[src/acc_pkg.sv]
/*
  Package for the converter conversion control block: register map, field
  positions, reset values, timing counts and carrier types.
  Assumes a plain register port with 8-bit data and one-cycle read latency.
*/
package acc_pkg;

  // ----------------------------------------------------------------------
  // Register offsets
  // ----------------------------------------------------------------------
  localparam logic [2:0] ACC_OFS_CTRL_STATUS = 3'h0;
  localparam logic [2:0] ACC_OFS_RESULT_LOW = 3'h1;
  localparam logic [2:0] ACC_OFS_RESULT_HIGH = 3'h2;
  localparam logic [2:0] ACC_OFS_CHANNEL = 3'h3;
  localparam logic [2:0] ACC_OFS_IRQ_STATUS = 3'h4;
  localparam logic [2:0] ACC_OFS_IRQ_MASK = 3'h5;

  // ----------------------------------------------------------------------
  // Control and status fields
  // ----------------------------------------------------------------------
  localparam int ACC_BIT_ENABLE = 7;
  localparam int ACC_BIT_START = 6;
  localparam int ACC_BIT_DONE = 4;
  localparam int ACC_DIV_LSB = 0;
  localparam int ACC_DIV_W = 3;
  localparam int ACC_IRQ_DONE = 0;
  localparam int ACC_IRQ_LOST = 1;

  // ----------------------------------------------------------------------
  // Reset values and timing
  // ----------------------------------------------------------------------
  localparam logic [7:0] ACC_RST_BYTE = 8'h00;
  localparam logic [9:0] ACC_RST_RESULT = 10'h000;
  localparam int ACC_CONV_CYCLES = 13;
  localparam int ACC_INIT_EXTRA_CYCLES = 13;
  localparam int ACC_RESULT_W = 10;

  // ----------------------------------------------------------------------
  // Carrier types
  // ----------------------------------------------------------------------
  typedef struct packed {
    logic wr;
    logic rd;
    logic [2:0] addr;
    logic [7:0] wdata;
  } acc_bus_s;

  typedef enum logic [1:0] {
    ACC_IDLE = 2'b00,
    ACC_INIT = 2'b01,
    ACC_CONV = 2'b11
  } acc_state_e;

endpackage

[src/acc_conv_ctrl.sv]
/*
  Conversion control for a 10-bit converter: enable, start, prescaler,
  dummy first conversion, deferred channel change, result lock, interrupt.
  Assumes the analog core supplies a sample on sample_i when sample_take_o.
*/
// Added by the designer: the address map and the strobed register port.
`timescale 1ns/1ps
`default_nettype none

module acc_conv_ctrl #(
  parameter int CONV_CYCLES = acc_pkg::ACC_CONV_CYCLES,
  parameter int INIT_EXTRA = acc_pkg::ACC_INIT_EXTRA_CYCLES,
  parameter int DIV_W = 8
) (
  // Clock and reset
  input wire logic core_clk_i,
  input wire logic rst_i,
  // Register port
  input wire logic [2:0] addr_i,
  input wire logic [7:0] wdata_i,
  input wire logic wr_i,
  input wire logic rd_i,
  output logic [7:0] rdata_o,
  // Analog core
  input wire logic [9:0] sample_i,
  output logic sample_take_o,
  output logic [2:0] channel_o,
  output logic conv_clk_o,
  // Interrupt
  output logic irq_o
);

  // ----------------------------------------------------------------------
  // Bus decode
  // ----------------------------------------------------------------------
  acc_pkg::acc_bus_s bus;
  assign bus = '{wr: wr_i, rd: rd_i, addr: addr_i, wdata: wdata_i};

  logic wr_ctrl;
  logic wr_chan;
  logic wr_mask;
  logic rd_low;
  logic rd_high;
  logic rd_irq;
  assign wr_ctrl = bus.wr && (bus.addr == acc_pkg::ACC_OFS_CTRL_STATUS);
  assign wr_chan = bus.wr && (bus.addr == acc_pkg::ACC_OFS_CHANNEL);
  assign wr_mask = bus.wr && (bus.addr == acc_pkg::ACC_OFS_IRQ_MASK);
  assign rd_low = bus.rd && (bus.addr == acc_pkg::ACC_OFS_RESULT_LOW);
  assign rd_high = bus.rd && (bus.addr == acc_pkg::ACC_OFS_RESULT_HIGH);
  assign rd_irq = bus.rd && (bus.addr == acc_pkg::ACC_OFS_IRQ_STATUS);

  // ----------------------------------------------------------------------
  // Control register
  // ----------------------------------------------------------------------
  logic conv_enable;
  logic [acc_pkg::ACC_DIV_W-1:0] conv_clk_div_sel;
  logic need_init;

  always_ff @(posedge core_clk_i or posedge rst_i) begin
    if (rst_i) begin
      conv_enable <= 1'b0;
      conv_clk_div_sel <= 3'h0;
    end else if (wr_ctrl) begin
      conv_enable <= bus.wdata[acc_pkg::ACC_BIT_ENABLE];
      conv_clk_div_sel <= bus.wdata[acc_pkg::ACC_DIV_LSB +: acc_pkg::ACC_DIV_W];
    end
  end

  // ----------------------------------------------------------------------
  // Prescaler
  // ----------------------------------------------------------------------
  // Ratio is 2 to the power (select + 1), so select 7 divides by 256.
  logic [DIV_W-1:0] pre_cnt;
  logic [DIV_W-1:0] pre_mask;
  logic conv_tick;
  assign pre_mask = DIV_W'((9'h001 << ({6'h00, conv_clk_div_sel} + 9'h001)) - 9'h001);
  assign conv_tick = conv_enable && ((pre_cnt & pre_mask) == pre_mask);

  always_ff @(posedge core_clk_i or posedge rst_i) begin
    if (rst_i) begin
      pre_cnt <= '0;
    end else if (!conv_enable) begin
      pre_cnt <= '0;
    end else begin
      pre_cnt <= pre_cnt + DIV_W'(1);
    end
  end

  always_ff @(posedge core_clk_i or posedge rst_i) begin
    if (rst_i) begin
      conv_clk_o <= 1'b0;
    end else begin
      conv_clk_o <= conv_enable && ((pre_cnt & pre_mask) > (pre_mask >> 1));
    end
  end

  // ----------------------------------------------------------------------
  // Conversion sequencer
  // ----------------------------------------------------------------------
  acc_pkg::acc_state_e state;
  logic [5:0] tick_cnt;
  logic conv_start;
  logic conv_end;
  logic start_req;
  assign start_req = wr_ctrl && bus.wdata[acc_pkg::ACC_BIT_START] && conv_enable
                     && bus.wdata[acc_pkg::ACC_BIT_ENABLE];
  assign conv_end = (state == acc_pkg::ACC_CONV) && conv_tick
                    && (tick_cnt == 6'(CONV_CYCLES - 1));

  always_ff @(posedge core_clk_i or posedge rst_i) begin
    if (rst_i) begin
      state <= acc_pkg::ACC_IDLE;
      tick_cnt <= 6'h00;
    end else if (!conv_enable) begin
      state <= acc_pkg::ACC_IDLE;
      tick_cnt <= 6'h00;
    end else begin
      case (state)
        acc_pkg::ACC_IDLE: begin
          tick_cnt <= 6'h00;
          if (start_req && !conv_start) begin
            state <= need_init ? acc_pkg::ACC_INIT : acc_pkg::ACC_CONV;
          end
        end
        acc_pkg::ACC_INIT: begin
          if (conv_tick) begin
            if (tick_cnt == 6'(INIT_EXTRA - 1)) begin
              tick_cnt <= 6'h00;
              state <= acc_pkg::ACC_CONV;
            end else begin
              tick_cnt <= tick_cnt + 6'h01;
            end
          end
        end
        acc_pkg::ACC_CONV: begin
          if (conv_tick) begin
            if (conv_end) begin
              tick_cnt <= 6'h00;
              state <= acc_pkg::ACC_IDLE;
            end else begin
              tick_cnt <= tick_cnt + 6'h01;
            end
          end
        end
        default: begin
          state <= acc_pkg::ACC_IDLE;
          tick_cnt <= 6'h00;
        end
      endcase
    end
  end

  always_ff @(posedge core_clk_i or posedge rst_i) begin
    if (rst_i) begin
      conv_start <= 1'b0;
    end else if (!conv_enable) begin
      conv_start <= 1'b0;
    end else if (conv_end) begin
      conv_start <= 1'b0;
    end else if (start_req && state == acc_pkg::ACC_IDLE) begin
      // A start landing on the final tick is ignored, so busy cannot stick high.
      conv_start <= 1'b1;
    end
  end

  // Dummy conversion is owed again each time the converter is re-enabled.
  always_ff @(posedge core_clk_i or posedge rst_i) begin
    if (rst_i) begin
      need_init <= 1'b1;
    end else if (!conv_enable) begin
      need_init <= 1'b1;
    end else if (state == acc_pkg::ACC_INIT) begin
      need_init <= 1'b0;
    end
  end

  assign sample_take_o = conv_end;

  // ----------------------------------------------------------------------
  // Channel select
  // ----------------------------------------------------------------------
  logic [2:0] chan_pending;
  always_ff @(posedge core_clk_i or posedge rst_i) begin
    if (rst_i) begin
      chan_pending <= 3'h0;
    end else if (wr_chan) begin
      chan_pending <= bus.wdata[2:0];
    end
  end

  always_ff @(posedge core_clk_i or posedge rst_i) begin
    if (rst_i) begin
      channel_o <= 3'h0;
    end else if (state == acc_pkg::ACC_IDLE && !start_req) begin
      channel_o <= chan_pending;
    end else if (state == acc_pkg::ACC_IDLE) begin
      channel_o <= wr_chan ? bus.wdata[2:0] : chan_pending;
    end
  end

  // ----------------------------------------------------------------------
  // Result registers with read lock
  // ----------------------------------------------------------------------
  logic [acc_pkg::ACC_RESULT_W-1:0] result;
  logic locked;

  always_ff @(posedge core_clk_i or posedge rst_i) begin
    if (rst_i) begin
      locked <= 1'b0;
    end else if (rd_low) begin
      locked <= 1'b1;
    end else if (rd_high) begin
      locked <= 1'b0;
    end
  end

  always_ff @(posedge core_clk_i or posedge rst_i) begin
    if (rst_i) begin
      result <= acc_pkg::ACC_RST_RESULT;
    end else if (conv_end && !locked) begin
      result <= sample_i;
    end
  end

  // ----------------------------------------------------------------------
  // Completion flag and interrupt
  // ----------------------------------------------------------------------
  logic [1:0] irq_status;
  logic [1:0] irq_mask;
  logic conv_done_flag;
  logic lost_ev;
  assign lost_ev = conv_end && locked;

  always_ff @(posedge core_clk_i or posedge rst_i) begin
    if (rst_i) begin
      irq_status <= 2'b00;
    end else begin
      irq_status[acc_pkg::ACC_IRQ_DONE] <= conv_end
        || (irq_status[acc_pkg::ACC_IRQ_DONE] && !rd_irq);
      irq_status[acc_pkg::ACC_IRQ_LOST] <= lost_ev
        || (irq_status[acc_pkg::ACC_IRQ_LOST] && !rd_irq);
    end
  end

  assign conv_done_flag = irq_status[acc_pkg::ACC_IRQ_DONE];

  always_ff @(posedge core_clk_i or posedge rst_i) begin
    if (rst_i) begin
      irq_mask <= 2'b00;
    end else if (wr_mask) begin
      irq_mask <= bus.wdata[1:0];
    end
  end

  assign irq_o = |(irq_status & irq_mask);

  // ----------------------------------------------------------------------
  // Read data
  // ----------------------------------------------------------------------
  logic [7:0] next_rdata;
  always_comb begin
    next_rdata = acc_pkg::ACC_RST_BYTE;
    case (bus.addr)
      acc_pkg::ACC_OFS_CTRL_STATUS: begin
        next_rdata[acc_pkg::ACC_BIT_ENABLE] = conv_enable;
        next_rdata[acc_pkg::ACC_BIT_START] = conv_start;
        next_rdata[acc_pkg::ACC_BIT_DONE] = conv_done_flag;
        next_rdata[acc_pkg::ACC_DIV_LSB +: acc_pkg::ACC_DIV_W] = conv_clk_div_sel;
      end
      acc_pkg::ACC_OFS_RESULT_LOW: next_rdata = result[7:0];
      acc_pkg::ACC_OFS_RESULT_HIGH: next_rdata = {6'h00, result[9:8]};
      acc_pkg::ACC_OFS_CHANNEL: next_rdata = {5'h00, chan_pending};
      acc_pkg::ACC_OFS_IRQ_STATUS: next_rdata = {6'h00, irq_status};
      acc_pkg::ACC_OFS_IRQ_MASK: next_rdata = {6'h00, irq_mask};
      default: next_rdata = acc_pkg::ACC_RST_BYTE;
    endcase
  end

  always_ff @(posedge core_clk_i or posedge rst_i) begin
    if (rst_i) begin
      rdata_o <= acc_pkg::ACC_RST_BYTE;
    end else if (bus.rd) begin
      rdata_o <= next_rdata;
    end else begin
      rdata_o <= acc_pkg::ACC_RST_BYTE;
    end
  end

endmodule

`default_nettype wire

[config.mk]
export PLATFORM = sky130hd
export DESIGN_NAME = acc_conv_ctrl
export DESIGN_NICKNAME = d
export VERILOG_FILES = /design/src/acc_pkg.sv /design/src/acc_conv_ctrl.sv
export SDC_FILE = /design/constraint.sdc
export NUM_CORES = 1
export LEC_CHECK = 0
export BUFFER_PORTS_ARGS = -buffer_cell sky130_fd_sc_hd__buf_2
export CAP_MARGIN = 20
export CORE_ASPECT_RATIO = 0.75
export CORE_MARGIN = 2
export CORE_UTILIZATION = 25
export CTS_BUF_LIST = sky130_fd_sc_hd__clkbuf_8
export DETAILED_ROUTE_END_ITERATION = 6
export MAX_ROUTING_LAYER = met4
export PLACE_DENSITY = 0.5
export REMOVE_ABC_BUFFERS = 1
export SYNTH_ARGS = -nofsm -noshare
export SYNTH_HDL_FRONTEND = slang
export SYNTH_SLANG_ARGS = --single-unit
[constraint.sdc]
create_clock -name core_clk_i -period 4.3 [get_ports core_clk_i]
set_input_delay 0.86 -clock core_clk_i [delete_from_list [all_inputs] [get_ports core_clk_i]]
set_output_delay 0.86 -clock core_clk_i [all_outputs]
set_load 0.1 [all_outputs]
# After elaboration in Yosys (flattened, before gate mapping)
# Index checks and enable logic that the tools add are counted.
# W data, S select, Z words.
# totals
out_inout_bits,14
input_bits,25
regBits,52
word_cells,103
# op_classes
eq_ne,16
add_sub_neg,4
n_reduce_logical,33
muxes,31
n_bitwise,2
n_lt_le_gt_ge,1
n_shift,1
# ops
op,count
$mux W6,5
$logic_and A1 B1 Y1,20
$pmux W3 S6,1
$mux W8,2
$ne A3 B3 Y1 const B,5
$mux W2,7
$pmux W6 S2,1
$mux W1,9
$mux W3,3
$add A8 B1 Y8 const B,1
$and A8 B8 Y8,1
$eq A8 B8 Y1,1
$gt A8 B7 Y1,1
$shl A1 B4 Y8 const A,1
$sub A8 B1 Y8 const B,1
$add A6 B1 Y6 const B,1
$eq A3 B2 Y1 const B,2
$eq A3 B3 Y1 const B,2
$eq A6 B4 Y1 const B,1
$pmux W2 S3,1
$reduce_and A5 Y1,1
$add A3 B1 Y4 const B,1
$logic_not A1 Y1,4
$pmux W2 S2,1
other kinds (13),15

# Depth between registers and ports, before layout
# Gate-level depths: netlist of run 1.
# depth
depth_word,12
depth_mapped,13
ltp_nobuf,10

# Worst setup path after synthesis of run 1
# Ideal clock, no wire load.
# synth_path
path_type,reg-to-output
from,register conv_clk_div_sel[1] (netlist bit)
to,output sample_take_o
path_buffers,2
t_arrival_ns,4.429
path_slack_ns,-0.989
path_stages_with_launch,9
t_required_ns,3.440
path_cell_list,dfrtp_1 -> clkbuf_1 -> or3_1 -> ha_1 -> clkbuf_1 -> nor3b_1 -> a2111oi_2 -> nand3_1 -> nor3_1
# synth_via
elab_chain_cells,8
# synth_lines
item,line,source
from (decl),acc_conv_ctrl.sv:56,logic [acc_pkg::ACC_DIV_W-1:0] conv_clk_div_sel;
from (signal assigned),acc_conv_ctrl.sv:65,conv_clk_div_sel <= bus.wdata[acc_pkg::ACC_DIV_LSB +: acc_pkg::ACC_DIV_W];
$add A3 B1 Y4 *,acc_conv_ctrl.sv:76,"assign pre_mask = DIV_W'((9'h001 << ({6'h00, conv_clk_div_sel} + 9'h001)) - 9'h001);"
$shl A1 B4 Y8 *,acc_conv_ctrl.sv:76,
$sub A8 B1 Y8 *,acc_conv_ctrl.sv:76,
$and A8 B8 Y8,acc_conv_ctrl.sv:77,assign conv_tick = conv_enable && ((pre_cnt & pre_mask) == pre_mask);
$eq A8 B8 Y1 *,acc_conv_ctrl.sv:77,
$logic_and A1 B1 Y1 *,acc_conv_ctrl.sv:77,
$logic_and A1 B1 Y1 *,acc_conv_ctrl.sv:107,assign conv_end = (state == acc_pkg::ACC_CONV) && conv_tick
$logic_and A1 B1 Y1 *,acc_conv_ctrl.sv:108,&& (tick_cnt == 6'(CONV_CYCLES - 1));
to (decl),acc_conv_ctrl.sv:26,"output logic sample_take_o,"
# Every way passes the cells marked *; elsewhere a longest branch is shown, timed or not.

# Final worst setup path of run 1
# layout_path
from,register conv_clk_div_sel[0] (netlist bit)
to,output sample_take_o
# Same word-level chain as after synthesis.

==> results of run 1 <==
[cell families (layout without fill, tap and decap cells)]
| family | after synthesis | in the layout |
|---|---|---|
| and+or+nand+nor | 102 | 102 |
| DFF | 52 | 52 |
| AOI/OAI and AO/OA | 47 | 47 |
| muxes | 33 | 33 |
| buffers and inverters | 22 | 58 |
| adders and majority gates | 10 | 10 |
| xor gates and xnor gates | 8 | 8 |
| other | 1 | 1 |
[through the flow]
step	instances	setup TNS [ns]	instance area (sq um)	utilization	total power, W
floorplan	263	-0.808	2820	-	0.000825
global placement	444	0	3210	0.290	0.000917
detailed placement	444	0	3210	0.290	0.000923
CTS	451	0	3300	0.298	0.00120
global route	451	0	3300	0.298	0.00126
finish	451	0	3300	0.298	0.00119
[synthesized netlist by cell type, drive strengths merged, types with 2 or more instances]
cell / n / area share
mux2: 23 / 0.090
xor2: 3 / 0.0091
or3: 3 / 0.0065
nand2b: 6 / 0.013
nor4: 6 / 0.018
o21ai: 12 / 0.022
o211a: 2 / 0.0070
xnor2: 5 / 0.015
nor3b: 2 / 0.0070
o31ai: 4 / 0.010
a21oi: 10 / 0.017
and3: 6 / 0.013
dfrtp: 51 / 0.44
clkbuf: 8 / 0.010
buf: 4 / 0.011
ha: 10 / 0.043
a41oi: 2 / 0.0061
mux2i: 9 / 0.031
nand3: 13 / 0.023
nand4: 4 / 0.0087
and2: 9 / 0.020
o21a: 4 / 0.010
nor2b: 12 / 0.026
nor3: 4 / 0.0070
inv: 10 / 0.013
nand2: 16 / 0.021
a211oi: 2 / 0.0052
nor2: 15 / 0.020
[power breakdown]
part,internal (W),switching [W]
clock,0.000111,0.000164
combinational,0.000121,0.000224
sequential,0.000525,0.0000408
[worst paths after layout]
kind                            depth (start not counted)                       end  slack, ns
worst max-delay path                                    7             sample_take_o       0.31
worst min-delay path                                    1      pre_cnt[0]$_DFF_PP0_       0.51
worst max register to register                          6     result[6]$_DFFE_PP0P_       1.02
worst min register to register                          1      pre_cnt[0]$_DFF_PP0_       0.51
max in group asynchronous                               3     need_init$_DFFE_PP1P_       2.97
min in group asynchronous                               2  channel_o[2]$_DFFE_PP0P_       0.52
[metal layers]
layer / track usage / share of wire / vias up
met5: - / 0 / -
met4: 0.0203 / 0.0087 / 0
met3: 0.0254 / 0.040 / 7
met2: 0.156 / 0.43 / 41
met1: 0.156 / 0.52 / 1068
li1: - / - / 1064
[final cells by class]
type | count | area (sq um) | area share
clock buffer | 5 | 68.8 | 0.0209
tap | 140 | 175 | 0.0531
timing repair buffer | 41 | 223 | 0.0675
clock inverter | 2 | 12.5 | 0.00379
sequential | 52 | 1300 | 0.395
inverter | 10 | 37.5 | 0.0114
multi-input combinational | 201 | 1480 | 0.448
[sequential cells by signal (all words and copies together) (netlist names)]
name,flops
rdata_o,8
pre_cnt,8
result,10
conv_start,1
conv_clk_o,1
conv_clk_div_sel,3
need_init,1
irq_status,2
tick_cnt,6
locked,1
channel_o,3
conv_enable,1
state,2
chan_pending,3
irq_mask,2
==> flow_summary.toml, run 1 <==
[status]
status = "completed"

[global_route]
grt_overflow = 0
antenna_found_initial = 0
grt_max_degree = 35
grt_usage = 0.108
grt_pass1_wl_um = 10500
first_global_vias = 2113

[synth]
ys_ff_latch = 52
syn_inst = 275
synth_xor_area_frac = 0.0243
synthMuxAreaShare = 0.129
async_flop_share = 1.00
synthSimpleGateAreaFrac = 0.201
yosysWarningCount = 0
synth_top_family_by_area = "simple AND/OR/NAND/NOR gates"
synth_seq_area_share = 0.452
synth_compound_area_frac = 0.115
ys.flop_type = "dfrtp_1"
synth-adder-area-share = 0.0434
syn_area_per_cell_sq_um = 10.5
ys_types = 53
synth.cell_area_sq_um = 2880
synth_edf_count = 0

[floorplanning]
start_util = 0.260
die_w_um = 128
core_sq_um = 11100
io-pin-count = 39
dieArea_sq_um = 12400
dieHeight_um = 97.0
row_count = 33

[clocking]
worstSkewPairLatency_ns = 0.31
cts-htree-levels = 2
post-cts-setup-buffers = 0
cts.clk_slew.worst_paths_ns = 0.10
clk_path_buf_depth = 2
ctsRootBufferMaster = "clkbuf_8"
cts_sinks = 52
hold_buffers = 0
cts-resized-gates = 0
cts_buffers = 5
cts_tree = "yes"

[route]
routedWlPerCell_um = 14.1
vias_per_cell = 4.83
drt-pass1-iter-count = 4
routed_wl_um = 6350
route.detailed.drc = 0
ant_nets = 0
drtIter0Drc = 124
num_vias = 2180

[timing]
hold_violations = 0
worstMarginPinSlew_ns = 0.751
max_freq_mhz = 251
slew_violations = 0
fin_crit_sh = 0.928
grt_setup_unrepaired = "no"
fin_crit_ns = 3.99
skew_ns = 0.00803
slew_headroom = 0.496
setup_slack_ns = 0.310
whs_ns = 0.508
setup_violations = 0

[finish]
diodes = 0
final_cell_mix = "dfrtp_1, buf_2, mux2_2, nand2_1, nor2_1"
layout-drive-gt1-share = 0.257
mostFrequentLayoutCell = "dfrtp_1"
area_delta_synth_final_pct = 14.5
num-fill-cells = 1188
nets = 346

[critical_path]
cpMaxStageDelayCell = "dfrtp_1"
cp_max_fo = 13
crit_buf_inv = 1
cp-start-kind = "flop"
slowest_delay_ns = 0.52
worst_path_dominant_cell_family = "simple AND/OR/NAND/NOR gates"
rr_startpoint = "conv_clk_div_sel[0]$_DFFE_PP0P_"
path_cells = "or3_1 -> ha_1 -> nor3b_1 -> a2111oi_2 -> nand3_1 -> nor3_1 -> clkbuf_4"
crit_path_end_kind = "output pin"
cp.required_ns = 3.44
startpoint = "conv_clk_div_sel[0]$_DFFE_PP0P_"
crit_arrival_ns = 3.13
crit_type = "flop to output pin"

[power_and_ir_drop]
powerDensity_nw_per_um2 = 359
cellLeakagePower_nw = 1.50
ir_drop_v = 0.000126

[placed_design]
dp_slack_ns = 0.556
globalplace.congestion = 0.790
io_buffers = 35
hpwl_um = 4680

[hold_path]
hp-class = "flop to flop"
min_from = "pre_cnt[0]$_DFF_PP0_"

[flow_run]
drv_cap = 0
(Power assumes the default switching activity.)
==> inputs of run 2 (changes only) <==
CAP_MARGIN = unset   (was 20)
REMOVE_ABC_BUFFERS = unset   (was 1)
SLEW_MARGIN = 20   (was unset)
==> run 2 against run 1 <==
Net effect: first-iteration DRC count is 51% higher; non-clock buffer count unchanged; clock-buffer cell count up 1; wire length rose by 2.2%; critical path depth is 1 higher; register-to-register slack worse by 0.07 ns; clock power up 13%; core utilization rose by 0.25 points; total power is 3.4% higher.
==> flow_summary.toml, run 2 (synthesized netlist as in run 1, its figures left out) <==
[timing]
slew_violations = 0
grt_setup_unrepaired = "no"
worstMarginPinSlew_ns = 0.858
slew_headroom = 0.424
whs_ns = 0.483
hold_violations = 0
setup_slack_ns = 0.188
skew_ns = 0.0142
max_freq_mhz = 243
fin_crit_sh = 0.956
tns_ns = 0
fin_crit_ns = 4.11
setup_violations = 0

[clocking]
worstSkewPairLatency_ns = 0.32
ctsRootBufferMaster = "clkbuf_8"
cts-resized-gates = 0
hold_buffers = 0
cts-htree-levels = 2
cts_buffers = 5
cts.clk_slew.worst_paths_ns = 0.11
clk_path_buf_depth = 2
cts_sinks = 52
cts_tree = "yes"
post-cts-setup-buffers = 0

[critical_path]
slowest_delay_ns = 0.53
cp.required_ns = 3.44
crit_path_end_kind = "output pin"
path_cells = "or3_1 -> ha_1 -> or4b_2 -> a31o_2 -> o21a_1 -> nand3_1 -> nor3_4 -> buf_2"
crit_type = "flop to output pin"
crit_arrival_ns = 3.25
cp_max_fo = 13
worst_path_dominant_cell_family = "simple AND/OR/NAND/NOR gates"
cpMaxStageDelayCell = "dfrtp_1"
cp-start-kind = "flop"
crit_buf_inv = 1

[route]
route.detailed.drc = 0
drtIter0Drc = 187
routed_wl_um = 6490
vias_per_cell = 4.88
ant_nets = 0
routedWlPerCell_um = 14.3
drt-pass1-iter-count = 4
num_vias = 2207

[finish]
largest_register_ffs = 10
area_delta_synth_final_pct = 15.5
diodes = 0
nets = 346
num-fill-cells = 1160
multi_input_area_sq_um = 1490
utilization = 0.301
layout-drive-gt1-share = 0.263
fin_cells = 452
final_cell_mix = "dfrtp_1, buf_2, mux2_2, nand2_1, nor2_1"
regMostFlops = "result"
top_regs = "result (10), pre_cnt (8), rdata_o (8)"
mostFrequentLayoutCell = "dfrtp_1"
ff_latch_area_sq_um = 1300

[placed_design]
hpwl_um = 4900
dp_slack_ns = 0.565
io_buffers = 35
globalplace.congestion = 0.839
post-place-cells = 444

[global_route]
grt_pass1_wl_um = 11000
grt_max_degree = 29
grt_usage = 0.116
antenna_found_initial = 0
first_global_vias = 2093
grt_overflow = 0

[status]
status = "completed"

[power_and_ir_drop]
ir_drop_v = 0.000119
cellLeakagePower_nw = 1.53
powerDensity_nw_per_um2 = 368

[floorplanning]
io-pin-count = 39
start_util = 0.260
dieArea_sq_um = 12400
die_w_um = 128
row_count = 33
core_sq_um = 11100
dieHeight_um = 97.0

[flow_run]
drv_cap = 0

[synth]
syn_nets = 310

[hold_path]
hp-class = "flop to flop"
-- run 2: final timing paths --
path | to | slack [ns] | cells past startpoint | startpoint
worst max-delay path | sample_take_o | 0.19 | 8 | conv_clk_div_sel[0]$_DFFE_PP0P_
worst min-delay path | need_init$_DFFE_PP1P_ | 0.48 | 2 | need_init$_DFFE_PP1P_
worst max register to register | result[5]$_DFFE_PP0P_ | 0.95 | 6 | conv_clk_div_sel[0]$_DFFE_PP0P_
worst min register to register | need_init$_DFFE_PP1P_ | 0.48 | 2 | need_init$_DFFE_PP1P_
max in group asynchronous | need_init$_DFFE_PP1P_ | 2.90 | 3 | rst_i
min in group asynchronous | channel_o[2]$_DFFE_PP0P_ | 0.57 | 2 | rst_i
-- run 2: final cells by class --
| cell class | count | area share |
|---|---|---|
| Inverter | 10 | 0.0113 |
| Tap cell | 140 | 0.0527 |
| Clock buffer | 6 | 0.0248 |
| Multi-Input combinational cell | 201 | 0.448 |
| Clock inverter | 2 | 0.00527 |
| Sequential cell | 52 | 0.392 |
| Timing Repair Buffer | 41 | 0.0662 |
-- run 2: power breakdown --
group / total [W] / internal (W) / switching, W
registers: 0.000565 / 0.000525 / 0.0000399
logic: 0.000349 / 0.000121 / 0.000228
clock network: 0.000311 / 0.000135 / 0.000176
-- run 2: worst register-to-register path: cells and delay by family, from the launching register on --
family                     cells  cell delay (ns)
AOI/OAI and AO/OA              1             0.55
adders and majority gates      1             0.32
DFF                            1             0.53
muxes                          1             0.42
and+or+nand+nor                3             1.43
-- run 2: through the flow --
stage / total power, W / area [sq um]
2_1_floorplan: 0.000844 / 2890
3_3_place_gp: 0.000916 / 3230
3_5_place_dp: 0.000922 / 3230
4_1_cts: 0.00124 / 3330
5_1_grt: 0.00130 / 3330
6_report: 0.00123 / 3330
-- run 2: metal layers --
layer | wire (um) | vias up | share of wire | global-route usage
li1 | - | 1062 | - | -
met1 | 3640 | 1091 | 0.56 | 0.179
met2 | 2520 | 45 | 0.39 | 0.148
met3 | 255 | 9 | 0.039 | 0.0282
met4 | 75 | 0 | 0.012 | 0.0304
met5 | 0 | - | 0 | -
==> inputs of run 3 (changes only) <==
PLACE_DENSITY = unset   (was 0.5)
==> run 3 against run 2 <==
Net effect: register-to-register slack gained 0.07 ns; total power shrank 2.0%; non-clock buffer count is the same; critical path depth is the same; die area is the same; flip-flop and latch count is the same; via count shrank 0.82%; critical endpoint unchanged; largest cell class unchanged; largest power group unchanged; highest routed layer unchanged.
==> flow_summary.toml, run 3 (synthesized netlist as in run 1, its figures left out) <==
[timing]
grt_setup_unrepaired = "no"
skew_ns = 0.0131
slew_violations = 0
whs_ns = 0.493
max_freq_mhz = 248
setup_slack_ns = 0.263
setup_violations = 0
fin_crit_sh = 0.939
fin_crit_ns = 4.04
hold_violations = 0
slew_headroom = 0.471
worstMarginPinSlew_ns = 0.787
tns_ns = 0

[route]
drt-pass1-iter-count = 4
num_vias = 2189
routed_wl_um = 6240
vias_per_cell = 4.84
routedWlPerCell_um = 13.8
ant_nets = 0
drtIter0Drc = 222
route.detailed.drc = 0

[flow_run]
drv_cap = 0

[global_route]
grt_pass1_wl_um = 10900
grt_overflow = 0
grt_max_degree = 53
antenna_found_initial = 0
first_global_vias = 2228
grt_usage = 0.112

[hold_path]
hp-class = "flop to flop"
holdPathEnd = "need_init$_DFFE_PP1P_"
min_from = "need_init$_DFFE_PP1P_"
holdPathStages = 2

[floorplanning]
start_util = 0.260
row_count = 33
core_sq_um = 11100
dieArea_sq_um = 12400
dieHeight_um = 97.0
die_w_um = 128
io-pin-count = 39

[clocking]
post-cts-setup-buffers = 0
cts_sinks = 52
clk_path_buf_depth = 2
cts-resized-gates = 0
cts_buffers = 5
hold_buffers = 0
worstSkewPairLatency_ns = 0.32
ctsRootBufferMaster = "clkbuf_8"
cts.clk_slew.worst_paths_ns = 0.11
cts_tree = "yes"
cts-htree-levels = 2

[finish]
largest_register_ffs = 10
area_delta_synth_final_pct = 15.2
final_cell_mix = "dfrtp_1, buf_2, mux2_2, nand2_1, nor2_1"
layout-drive-gt1-share = 0.263
mostFrequentLayoutCell = "dfrtp_1"
num-fill-cells = 1156
design_area_sq_um = 3320
top_regs = "result (10), pre_cnt (8), rdata_o (8)"
multi_input_area_sq_um = 1490
ff_latch_area_sq_um = 1300
diodes = 0
regMostFlops = "result"
nets = 346

[critical_path]
reg2reg_depth = 6
cp.required_ns = 3.44
reg2reg_slack_ns = 1.02
timing.rr.end = "result[5]$_DFFE_PP0P_"
cp-start-kind = "flop"
rr_startpoint = "conv_clk_div_sel[0]$_DFFE_PP0P_"
crit_type = "flop to output pin"
crit_path_end_kind = "output pin"
cp_max_fo = 13
crit_arrival_ns = 3.18

[power_and_ir_drop]
powerDensity_nw_per_um2 = 362
power.total_w = 0.00120
cellLeakagePower_nw = 1.53
ir_drop_v = 0.000158

[synth]
syn_nets = 310

[placed_design]
io_buffers = 35
globalplace.congestion = 0.834
dp_slack_ns = 0.624
dpl_cell_area_sq_um = 3230
hpwl_um = 4540

[status]
status = "completed"
-- run 3: cell type report --
type                    instances  share of cell area
well taps                     140              0.0528
repair buffers                 41              0.0664
clock buffers                   5              0.0207
flip-flops and latches         52               0.393
clock inverters                 3             0.00679
multi-input cells             201               0.449
inverters                      10              0.0113
-- run 3: power breakdown --
group / leakage, nW / total, W / switching, W / internal [W]
logic: 0.782 / 0.000345 / 0.000225 / 0.000120
registers: 0.696 / 0.000563 / 0.0000380 / 0.000525
clock network: 0.0485 / 0.000293 / 0.000176 / 0.000117
-- run 3: per-layer routing --
layer,vias up,wire length (um),global-route usage
li1,1071,-,-
met1,1062,3330,0.163
met2,51,2580,0.155
met3,5,274,0.0277
met4,0,63,0.0313
met5,-,0,-
-- run 3: worst max path at each step --
stage	depth (start not counted)	start	end
2_1_floorplan	8	conv_clk_div_sel[1]$_DFFE_PP0P_	sample_take_o
3_3_place_gp	8	conv_clk_div_sel[0]$_DFFE_PP0P_	sample_take_o
4_1_cts	8	conv_clk_div_sel[0]$_DFFE_PP0P_	sample_take_o
5_1_grt	8	conv_clk_div_sel[0]$_DFFE_PP0P_	sample_take_o
6_report	8	conv_clk_div_sel[0]$_DFFE_PP0P_	sample_take_o
3_5_place_dp	8	conv_clk_div_sel[0]$_DFFE_PP0P_	sample_take_o
-- run 3: critical path, cell delays in order, from the launching register on --
cell and delay (ns):
dfrtp_1 0.52, or3_1 0.40, ha_1 0.31, or4b_2 0.26, a31o_2 0.17, o21a_1 0.25, nand3_1 0.26, nor3_4 0.24
buf_2 0.45
-- run 3: per-stage QoR --
stage / utilization / std cells
floorplan: - / 275
global placement: 0.291 / 444
detailed placement: 0.291 / 444
CTS: 0.300 / 452
global route: 0.300 / 452
finish: 0.300 / 452
